[src/hw/sdi_tx_consts.vh]
// constants for the sdi transmit formatter and channel coder
// How it works
// RQ1: video word is 20 bits HD, 10 bits SD
// RQ2: luma upper bits, chroma lower bits; SD lower only
// RQ3: HD lines get line number and CRC
// RQ4: only low 11 line-number bits are used
// RQ5: line words follow the EAV XYZ word
// RQ6: same line number in luma and chroma
// RQ7: source marks first word of EAV and SAV
// RQ8: two CRC words per channel follow line words
// RQ9: separate luma and chroma CRC engines
// RQ10: CRC spans first active word to second line word
// RQ11: CRC starts at zero, poly x18+x5+x4+1
// RQ12: CRC advances bit serially, LSB first
// RQ13: scramble x9+x4+1 then NRZI x+1, SD and HD
// RQ14: scrambler handles 10 or 20 bit words
// RQ15: coding bit serial, LSB first, state carried over
// RQ16: alternate reference clock only when switching enabled
// RQ17: CRC low bits go in the first word
// RQ18: SD bypasses line and CRC insertion
`ifndef SDI_TX_CONSTS_VH
`define SDI_TX_CONSTS_VH

// word index after the trs marker word
`define SEQ_IDLE 3'h0
`define SEQ_XYZ 3'h3
`define SEQ_LINE_FIRST 3'h4
`define SEQ_LINE_SECOND 3'h5
`define SEQ_CRC_FIRST 3'h6
`define SEQ_CRC_SECOND 3'h7

// H bit of the luma XYZ word: set on EAV, clear on SAV
`define XYZ_H_BIT 16

// CRC and scrambler geometry
`define CRC_WIDTH 18
`define CRC_ZERO 18'h00000
`define SCR_ZERO 9'h000

// alternate reference clock is seen as stopped after this many quiet cycles
`define ALT_IDLE_CYCLES 8'hff

`endif

[src/hw/sdi_tx_formatter_scrambler.v]
// sdi transmit formatter: HD line number and CRC insertion, scrambler, NRZI coder, two-entry output buffer
`timescale 1ns/1ps
`default_nettype none
`include "sdi_tx_consts.vh"

module sdi_tx_formatter_scrambler #(
	parameter RATE_SWITCH_EN = 0
) (
	// clock and reset
	input wire clk_sys,
	input wire reset_n,
	// mode
	input wire hd_mode,
	// video source stream
	input wire [19:0] video_in,
	input wire video_valid,
	input wire trs_marker,
	input wire [15:0] line_number_in,
	output reg video_ready_q,
	// coded stream to the serializer
	output reg [19:0] coded_out_q,
	output reg coded_valid_q,
	input wire coded_ready,
	// reference clock choice
	input wire alt_serial_ref_clock,
	input wire rate_family_sel,
	output reg ref_clock_select_q
);

	// advance an 18-bit CRC over one 10-bit channel word, lsb first
	function [17:0] crc_word;
		input [17:0] crc_in;
		input [9:0] w;
		reg [17:0] c;
		reg fb;
		integer i;
		begin
			c = crc_in;
			for (i = 0; i < 10; i = i + 1)
			begin
				fb = c[0] ^ w[i];
				c = {fb, c[17:1]};
				c[13] = c[13] ^ fb;
				c[12] = c[12] ^ fb;
			end
			crc_word = c; // see RQ11 see RQ12
		end
	endfunction

	// sdi ten-bit word format for inserted words: bit 9 is the inverse of bit 8
	function [9:0] anc_word;
		input [8:0] b;
		begin
			anc_word = {~b[8], b};
		end
	endfunction

	// scramble then NRZI code up to 20 bits lsb first; result {nrzi_last, lfsr, data}
	function [29:0] code_word;
		input [9:0] st;
		input [19:0] w;
		input wide;
		reg [8:0] s;
		reg p;
		reg sb;
		reg [19:0] o;
		integer i;
		begin
			s = st[8:0];
			p = st[9];
			o = 20'h00000;
			for (i = 0; i < 20; i = i + 1)
			begin
				if (wide || i < 10) // see RQ14
				begin
					sb = w[i] ^ s[8] ^ s[3];
					s = {s[7:0], sb};
					p = p ^ sb;
					o[i] = p;
				end
			end
			code_word = {p, s, o}; // see RQ13 see RQ15
		end
	endfunction

	// reset release: assertion is immediate, release waits for two clean edges
	reg rst_s1_q;
	reg rst_s2_q;
	wire rst_n = rst_s2_q;

	always @(posedge clk_sys or negedge reset_n)
	begin
		if (!reset_n)
		begin
			rst_s1_q <= 1'b0;
			rst_s2_q <= 1'b0;
		end
		else
		begin
			rst_s1_q <= 1'b1;
			rst_s2_q <= rst_s1_q;
		end
	end

	// timing reference tracking
	reg [2:0] seq_q;
	reg eav_q;
	reg crc_run_q;
	reg [17:0] luma_crc_q;
	reg [17:0] chroma_crc_q;
	reg [9:0] scr_q;
	wire accept = video_valid & video_ready_q;

	// line number words, same for both channels
	// upper line-number bits are ignored, the field is 11 bits in the stream
	wire [10:0] ln = line_number_in[10:0]; // see RQ4
	wire [9:0] line_word_first = anc_word({ln[6:0], 2'b00});
	wire [9:0] line_word_second = anc_word({3'b000, ln[10:7], 2'b00});
	wire [9:0] luma_crc_word_first = anc_word(luma_crc_q[8:0]); // see RQ17
	wire [9:0] luma_crc_word_second = anc_word(luma_crc_q[17:9]);
	wire [9:0] chroma_crc_word_first = anc_word(chroma_crc_q[8:0]);
	wire [9:0] chroma_crc_word_second = anc_word(chroma_crc_q[17:9]);

	// formatted word; insertion only in HD and only after an EAV
	reg [19:0] fmt;
	// 3G level B takes the HD path; its two links are not told apart
	wire ins = hd_mode & eav_q & ~trs_marker; // see RQ18 see RQ3

	always @*
	begin
		fmt = hd_mode ? video_in : {10'h000, video_in[9:0]}; // see RQ1 see RQ2
		if (ins)
		begin
			if (seq_q == `SEQ_LINE_FIRST)
				fmt = {line_word_first, line_word_first}; // see RQ5 see RQ6
			else if (seq_q == `SEQ_LINE_SECOND)
				fmt = {line_word_second, line_word_second};
			else if (seq_q == `SEQ_CRC_FIRST)
				fmt = {luma_crc_word_first, chroma_crc_word_first}; // see RQ8
			else if (seq_q == `SEQ_CRC_SECOND)
				fmt = {luma_crc_word_second, chroma_crc_word_second};
		end
	end

	// one combinational pass per word, 20 bit steps deep: the long path of the block
	wire [29:0] coded = code_word(scr_q, fmt, hd_mode);

	// sequence position relies on the source flagging every EAV and SAV first word
	// a missed EAV marker leaves seq_q idle and that line goes out without insertion
	always @(posedge clk_sys or negedge rst_n)
	begin
		if (!rst_n)
		begin
			seq_q <= `SEQ_IDLE;
			eav_q <= 1'b0;
			crc_run_q <= 1'b0;
			luma_crc_q <= `CRC_ZERO;
			chroma_crc_q <= `CRC_ZERO;
			scr_q <= {1'b0, `SCR_ZERO};
		end
		else if (accept)
		begin
			// coder state carries across words, also across a mode change
			scr_q <= coded[29:20];
			if (trs_marker) // see RQ7
				seq_q <= 3'h1;
			else if (seq_q != `SEQ_IDLE && seq_q != `SEQ_CRC_SECOND)
				seq_q <= seq_q + 3'h1;
			else
				seq_q <= `SEQ_IDLE;
			if (!trs_marker && seq_q == `SEQ_XYZ)
				eav_q <= video_in[`XYZ_H_BIT];
			else if (trs_marker)
				eav_q <= 1'b0;
			// an SAV XYZ word restarts both CRCs; counting begins with the next word
			if (!trs_marker && seq_q == `SEQ_XYZ && !video_in[`XYZ_H_BIT])
			begin
				crc_run_q <= 1'b1;
				luma_crc_q <= `CRC_ZERO; // see RQ11
				chroma_crc_q <= `CRC_ZERO;
			end
			else if (crc_run_q)
			begin
				// the CRC sees the formatted word, so inserted line words are covered
				luma_crc_q <= crc_word(luma_crc_q, fmt[19:10]); // see RQ9 see RQ10
				chroma_crc_q <= crc_word(chroma_crc_q, fmt[9:0]);
				if (ins && seq_q == `SEQ_LINE_SECOND)
					crc_run_q <= 1'b0; // see RQ10
			end
		end
	end

	// two-entry output buffer: head drives the port, spare absorbs one stall
	reg [19:0] spare_q;
	reg spare_valid_q;
	reg [19:0] head_d;
	reg head_valid_d;
	reg [19:0] spare_d;
	reg spare_valid_d;
	wire pop = coded_valid_q & coded_ready;

	always @*
	begin
		head_d = coded_out_q;
		head_valid_d = coded_valid_q;
		spare_d = spare_q;
		spare_valid_d = spare_valid_q;
		if (pop)
		begin
			if (spare_valid_q)
			begin
				head_d = spare_q;
				spare_valid_d = accept;
				if (accept)
					spare_d = coded[19:0];
			end
			else
			begin
				head_valid_d = accept;
				if (accept)
					head_d = coded[19:0];
			end
		end
		else if (accept)
		begin
			if (!coded_valid_q)
			begin
				head_d = coded[19:0];
				head_valid_d = 1'b1;
			end
			else
			begin
				spare_d = coded[19:0];
				spare_valid_d = 1'b1;
			end
		end
	end

	always @(posedge clk_sys or negedge rst_n)
	begin
		if (!rst_n)
		begin
			coded_out_q <= 20'h00000;
			coded_valid_q <= 1'b0;
			spare_q <= 20'h00000;
			spare_valid_q <= 1'b0;
			video_ready_q <= 1'b0;
		end
		else
		begin
			coded_out_q <= head_d;
			coded_valid_q <= head_valid_d;
			spare_q <= spare_d;
			spare_valid_q <= spare_valid_d;
			// ready is registered, so the spare entry must be free next cycle
			video_ready_q <= ~spare_valid_d;
		end
	end

	// alternate reference clock watch; only meaningful when the clock is slower than clk_sys
	reg alt_s1_q;
	reg alt_s2_q;
	reg alt_s3_q;
	reg alt_lvl_q;
	reg [7:0] alt_idle_q;
	reg [1:0] alt_fill_q;

	always @(posedge clk_sys or negedge rst_n)
	begin
		if (!rst_n)
		begin
			alt_s1_q <= 1'b0;
			alt_s2_q <= 1'b0;
			alt_s3_q <= 1'b0;
			alt_lvl_q <= 1'b0;
			alt_idle_q <= 8'h00;
			alt_fill_q <= 2'h0;
			ref_clock_select_q <= 1'b0;
		end
		else
		begin
			alt_s1_q <= alt_serial_ref_clock;
			alt_s2_q <= alt_s1_q;
			alt_s3_q <= alt_s2_q;
			// the first settled level after reset is taken as it is, never as an edge
			if (alt_fill_q != 2'h3)
			begin
				alt_fill_q <= alt_fill_q + 2'h1;
				alt_lvl_q <= alt_s2_q;
			end
			else if (alt_s2_q == alt_s3_q)
				alt_lvl_q <= alt_s3_q;
			if (alt_fill_q == 2'h3 && alt_s2_q == alt_s3_q && alt_s3_q != alt_lvl_q)
				alt_idle_q <= `ALT_IDLE_CYCLES;
			else if (alt_idle_q != 8'h00)
				alt_idle_q <= alt_idle_q - 8'h01;
			// switch only to a running clock, and never when the option is off
			ref_clock_select_q <= (RATE_SWITCH_EN != 0) && rate_family_sel && (alt_idle_q != 8'h00); // see RQ16
		end
	end

endmodule
`default_nettype wire

[config.mk]
export PLATFORM = sky130hd
export DESIGN_NAME = sdi_tx_formatter_scrambler
export DESIGN_NICKNAME = d
export VERILOG_FILES = /design/src/hw/sdi_tx_formatter_scrambler.v
export VERILOG_INCLUDE_DIRS = /design/src /design/src/hw
export SDC_FILE = /design/constraint.sdc
export NUM_CORES = 1
export LEC_CHECK = 0
export BUFFER_PORTS_ARGS = -buffer_cell sky130_fd_sc_hd__buf_2
export CAP_MARGIN = 40
export CORE_UTILIZATION = 58
export CTS_BUF_LIST = sky130_fd_sc_hd__clkbuf_8
export DETAILED_ROUTE_END_ITERATION = 6
export PLACE_DENSITY = 0.84
export SYNTH_ARGS = -nofsm -noshare
export SYNTH_HDL_FRONTEND = slang
export SYNTH_SLANG_ARGS = --single-unit
[constraint.sdc]
create_clock -name clk_sys -period 3.48 [get_ports clk_sys]
set_input_delay 0.348 -clock clk_sys [delete_from_list [all_inputs] [get_ports clk_sys]]
set_output_delay 0.348 -clock clk_sys [all_outputs]
set_load 0.01 [all_outputs]
==> summary.txt, run 1 <==
Delay-heaviest family, CP - XOR/XNOR gates
Clk root buf - clkbuf_8
Top-count cell post-synth - nand2_1
Startpoint types - flop
Final Util - 80.6%
Mapped Cells - 727
Total grt overflow - 0
Post-Synth Adder-Cell Area - 1.13%
CP bufs+invs - 3
Failing checks - setup timing
Initial antenna violation count - 0
Largest net degree at the start of global routing - 41
H-tree levels - 3
Status - finished, violations left
Unique cell type count in the Yosys netlist - 68
Synth top area share - 36.0%
Net Count, Synth - 777
Die Y-Extent - 109 µm
DP HPWL - 14.8 mm
Critical-path cell list - buf_6, ha_4, ha_4, buf_6, mux2i_1, nand2_1, a22oi_1, o31a_1, xnor3_2, xnor3_1, xnor3_2, xnor2_4, xnor2_4, xnor2_4, nand2_4, buf_6, xor2_2, nand2_2, o31ai_2
Share of cells above drive strength 1 - 35.6%
Critical path peak fanout - 8
Final WL - 24.1 mm
Synthesized area - 6670 µm²
RSZ-0062 raised after global routing - yes
HP Class - in -> async
Port bufs - 58
Largest area contributor in the netlist - dfrtp_1
YS warnings - 0
Post-synth EDFFs - 0
Die W - 109 µm
CP Capture Type - flop
Total CTS buffers - 9
Clock Latency Late Sink - 0.40 ns
Initial core utilization - 60.5%
Final Worst Setup Slack - -1.11 ns
Slowest cell on crit path - xnor3_2
First-pass GRT wire length - 34.8 mm
Synth-to-layout area growth - 33.2%
Final hold viol count - 0
WL/cell - 22.5 µm
Flops & latches, synth - 96
Placement Setup Slack - -0.978 ns
Antenna viol nets, final - 0
Total track usage - 39.5%
Number of global-route vias before repair - 6631
Max Root-Sink Buffers - 2
Placed Area - 8040 µm²
Post-Syn Area per Cell - 9.18 µm²
Full die area - 11900 µm²
Share of the clock period used by the worst path - 132%
Max-slew violations - 0
Top post-synthesis cells by count - 111 x nand2_1, 96 x dfrtp_1, 86 x o21ai_0
Post-synth top flop - dfrtp_1
Max cap viols - 0
Final GP Congestion - 0.920
I/O pin count - 67
Core area - 11000 µm²
Final #Nets - 978
Final setup vio count - 38
Main area contributors after synthesis - dfrtp_1 36%, xnor2_1 9.3%, o21ai_0 6.5%
Clk sinks - 96
Slew HR - 33.1%
Seq/Total Area, Yosys - 36.0%
Synth Area in Compound Gates - 20.9%
Post-synth ARST share - 100%
CTS tree - built
Tmin final - 4.59 ns
Worst Path Required - 3.79 ns
Slew at the pin with the worst max-slew slack - 1.00 ns
Largest family of logic cells by synthesized area - XOR/XNOR gates
Clk_skew - 0.0133 ns
Post-Synth XOR/XNOR Area - 21.9%
Max Fclk - 218 MHz
Via/cell ratio - 6.44
DRC viols - 0
# rows - 38
Ant diodes - 0
Routed vias - 6901
Setup CP Type - reg -> reg
1st-pass router iterations - 6
Post-route cell area - 8890 µm²
Clock transition at the registers of the reported paths - 0.10 ns
CP arrival - 4.90 ns
Mux share of post-synthesis cell area - 2.70%
Crit path largest cell delay - 0.44 ns
Levels on crit path - 19
Worst R2R Path Depth - 19
Drt first-iter violations - 908
Simple-Gate Fraction of Synth Area - 13.8%
-- kinds of logic after synthesis --
logic type / Yosys count
other: 2
DFF: 96
muxes: 17
adders and majority gates: 6
and+or+nand+nor: 204
buffers and inverters: 51
xor gates and xnor gates: 132
AOI/OAI and AO/OA: 219
-- final timing paths --
check	from	slack [ns]	to
max	seq_q[0]$_DFFE_PN0P_	-1.11	coded_out_q[17]$_DFFE_PN0P_
min	reset_n	0.25	rst_n$_DFF_PN0_
max reg2reg	seq_q[0]$_DFFE_PN0P_	-1.11	coded_out_q[17]$_DFFE_PN0P_
min reg2reg	rst_n$_DFF_PN0_	0.27	luma_crc_q[10]$_DFFE_PN0P_
max in group asynchronous	rst_n$_DFF_PN0_	2.39	chroma_crc_q[2]$_DFFE_PN0P_
min in group clk_sys	trs_marker	0.30	eav_q$_DFFE_PN0P_
-- flip-flops by register name, indices dropped and copies added (netlist names) --
signal         count
chroma_crc_q      18
coded_out_q       20
coded_valid_q      1
crc_run_q          1
eav_q              1
luma_crc_q        18
rst_n              1
rst_s1_q           1
scr_q             10
seq_q              3
spare_q           20
spare_valid_q      1
video_ready_q      1
-- placed cells by master (no fill, tap or decap), types with 15 or more instances in the layout --
| cell | count |
|---|---|
| nand2_1 | 109 |
| dfrtp_1 | 95 |
| buf_4 | 163 |
| o21ai_0 | 70 |
| xnor2_1 | 56 |
| a22o_1 | 16 |
| nor2_1 | 36 |
| buf_2 | 58 |
| o21ai_1 | 17 |
| xor2_1 | 36 |
| a21oi_1 | 35 |
| xnor2_2 | 15 |
-- worst reg2reg max path, delay by kind of cell (launching register included) --
family                     cells  cell delay [ns]
AOI/OAI and AO/OA              3             0.64
buffers and inverters          3             0.45
DFF                            1             0.41
and+or+nand+nor                3             0.34
muxes                          1             0.26
xor gates and xnor gates       7             2.10
adders and majority gates      2             0.32
-- through the flow --
stage               hold WS (ns)  instances  setup TNS (ns)
finish                     0.249       1072          -22.18
global route               0.261       1072          -26.82
CTS                        0.243       1062          -11.94
detailed placement         0.135       1023          -18.77
global placement           0.133       1023          -13.96
floorplan                 0.0524        727          -12.17
-- layer usage --
metal,share of wire (%),wire length [µm],global-route usage (%),up-vias
li1,-,-,-,2912
met1,36,8690,50.4,3266
met2,46,11000,64.2,562
met3,12,2800,8.43,161
met4,6.6,1580,18.5,0
met5,0,0,0,-
-- final cells by class --
class                      instances  area [µm²]
multi-input combinational        580        4440
sequential                        96        2410
fill                             634        2140
timing repair buffer             232        1660
tap                              140         175
clock buffer                      10         138
clock inverter                     5        40.0
inverter                           9        33.8
-- timing repair --
item | 4_1_cts | 5_1_grt
buffers inserted | 23 | 11
endpoints found under the setup margin | 35 | 40
resized for setup | 53 | 28
hold buffers | 1 | 0
pin swaps | 20 | 4
gates cloned | 0 | 0
hold endpoints to repair | 2 | 0
Power of run 1 is left out: the tool's default activity adds up to more than one toggle a clock period on the data nets, which glitch-free logic cannot reach.
==> inputs of run 2 (changes only) <==
--- a/config.mk
+++ b/config.mk
@@ -8,6 +8,7 @@
 export LEC_CHECK = 0
 export BUFFER_PORTS_ARGS = -buffer_cell sky130_fd_sc_hd__buf_2
 export CAP_MARGIN = 40
+export CORE_ASPECT_RATIO = 1.2
 export CORE_UTILIZATION = 58
 export CTS_BUF_LIST = sky130_fd_sc_hd__clkbuf_8
 export DETAILED_ROUTE_END_ITERATION = 6
==> run 2 against run 1 <==
  * The flow still finishes with violations (setup timing)
  * Count of clock-buffer cells in the layout stayed put
  * Register-to-register slack better by 0.25 ns
  * Hold slack worse by 0.028 ns
  * Critical path depth fell by 2
  * Flip-flop and latch count unchanged
  * Cell count is 1.5% higher
  * Cell area is 3.3% higher
  * Non-clock buffer count up 1
  * Clock skew grew 0.0089 ns
  * Core utilization increased by 1.8 points
  * Highest routed layer unchanged
==> summary.txt, run 2 (synthesized netlist as in run 1, its figures left out) <==
Synth-to-layout area growth - 37.6%
Die Y-Extent - 119 µm
1st-pass router iterations - 5
I/O pin count - 67
Port bufs - 58
DRC viols - 0
Setup CP Type - reg -> reg
# rows - 42
Clk sinks - 96
Final Worst Setup Slack - -0.866 ns
CTS tree - built
Total track usage - 36.3%
Final #Nets - 979
Slew at the pin with the worst max-slew slack - 0.909 ns
Share of cells above drive strength 1 - 38.5%
HP Class - in -> reg
Antenna viol nets, final - 0
Final hold viol count - 0
Failing checks - setup timing
Status - finished, violations left
Fillers - 642
Ant diodes - 0
Max Fclk - 230 MHz
Total grt overflow - 0
RSZ-0062 raised after global routing - yes
Worst Path Required - 3.77 ns
Max Root-Sink Buffers - 2
Routed vias - 6550
Initial core utilization - 59.9%
CP arrival - 4.63 ns
Most frequent cells in the layout - 155 x buf_4, 111 x nand2_1, 94 x dfrtp_1, 67 x o21ai_0, 58 x buf_2
CP Capture Type - flop
First-pass GRT wire length - 33.2 mm
Max-slew violations - 0
CP dominant cell by count - xnor2_4
Largest net degree at the start of global routing - 44
Initial antenna violation count - 0
Slew HR - 39.2%
Post-route cell area - 9180 µm²
Final WL - 22.5 mm
Total CTS buffers - 9
Final GP Congestion - 0.960
Via/cell ratio - 6.02
DP HPWL - 14.5 mm
Final setup vio count - 31
Max cap viols - 0
Clock Latency Late Sink - 0.40 ns
Share of the clock period used by the worst path - 125%
Placed Area - 8070 µm²
Drt first-iter violations - 465
Most common cell after layout, fill and taps aside - buf_4
Critical path peak fanout - 8
Clk root buf - clkbuf_8
H-tree levels - 3
Startpoint types - flop
Critical-path cell list - ha_4, ha_4, mux2_4, nor2_4, o31ai_4, xnor2_4, xnor3_2, xnor2_2, xnor3_2, xnor2_4, xnor2_4, buf_12, buf_8, xnor2_4, a21oi_2, xnor2_2, mux2_4
Tmin final - 4.35 ns
Core area - 11100 µm²
Crit path largest cell delay - 0.55 ns
Die W - 99.9 µm
Largest registers - coded_out_q (20), spare_q (20)
Full die area - 11900 µm²
WL/cell - 20.7 µm
Slowest cell on crit path - xnor3_2
Clock transition at the registers of the reported paths - 0.10 ns
Clk_skew - 0.0222 ns
Number of global-route vias before repair - 6527
## run 2: changes by cell type in the layout (fill, tap and decap cells not counted), moves of 3 or more
cell | before | now
buf_4 | 163 | 155
buf_6 | 7 | 14
a21oi_1 | 35 | 32
mux2_2 | 4 | 1
xnor2_2 | 15 | 19
xor2_2 | 1 | 5
xor2_1 | 36 | 32
nand2_2 | 3 | 0
xnor2_1 | 56 | 51
o21ai_2 | 5 | 9
o21ai_0 | 70 | 67
a21oi_2 | 5 | 8
mux2_4 | 1 | 4
## run 2: what timing repair did
action                                  CTS  global route
gates cloned                              0             0
hold endpoints to repair                  2             0
pin swaps                                38            24
endpoints found under the setup margin   33            37
setup buffers                            27            20
hold buffers                              1             0
resized for setup                        81            51
## run 2: final timing paths
path	start	endpoint	slack [ns]	cells after the start
min in group asynchronous	rst_n$_DFF_PN0_	chroma_crc_q[14]$_DFFE_PN0P_	0.25	0
max in group asynchronous	rst_n$_DFF_PN0_	spare_q[1]$_DFFE_PN0P_	2.40	2
setup / recovery	seq_q[1]$_DFFE_PN0P_	spare_q[13]$_DFFE_PN0P_	-0.87	17
hold / removal	coded_ready	spare_valid_q$_DFF_PN0_	0.22	2
setup reg to reg	seq_q[1]$_DFFE_PN0P_	spare_q[13]$_DFFE_PN0P_	-0.87	17
hold reg to reg	rst_n$_DFF_PN0_	chroma_crc_q[14]$_DFFE_PN0P_	0.25	0
## run 2: layer usage
layer  routed length (µm)  GRT usage (%)
met2                11300           63.0
met3                 1410           6.51
met1                 8380           42.3
met5                    0              0
met4                 1460           19.0
## run 2: worst max-delay path, delay by kind of cell, from the launching register on
family,cells,cell delay (ns)
buffers and inverters,2,0.26
muxes,2,0.59
xor gates and xnor gates,8,2.21
and+or+nand+nor,1,0.12
AOI/OAI and AO/OA,2,0.22
DFF,1,0.45
adders and majority gates,2,0.37
## run 2: final cells by class
cell class	instances	area (µm²)	share of cell area, %
Tap cell	154	193	2.10
Clock inverter	6	67.6	0.736
Clock buffer	10	138	1.50
Inverter	9	33.8	0.368
Multi-Input combinational cell	580	4630	50.4
Sequential cell	96	2410	26.2
Timing Repair Buffer	233	1710	18.6
## run 2: stage by stage
step | hold WS [ns] | util (%) | setup WS, ns | std cells | setup TNS, ns
2_1_floorplan | 0.0524 | - | -0.816 | 727 | -12.17
3_3_place_gp | 0.133 | 72.2 | -0.666 | 1037 | -11.21
3_5_place_dp | 0.134 | 72.4 | -0.851 | 1038 | -15.89
4_1_cts | 0.223 | 79.4 | -0.589 | 1079 | -9.05
5_1_grt | 0.237 | 82.4 | -1.05 | 1088 | -21.14
6_report | 0.221 | 82.4 | -0.866 | 1088 | -15.41
Power of run 2 is left out for the same reason.
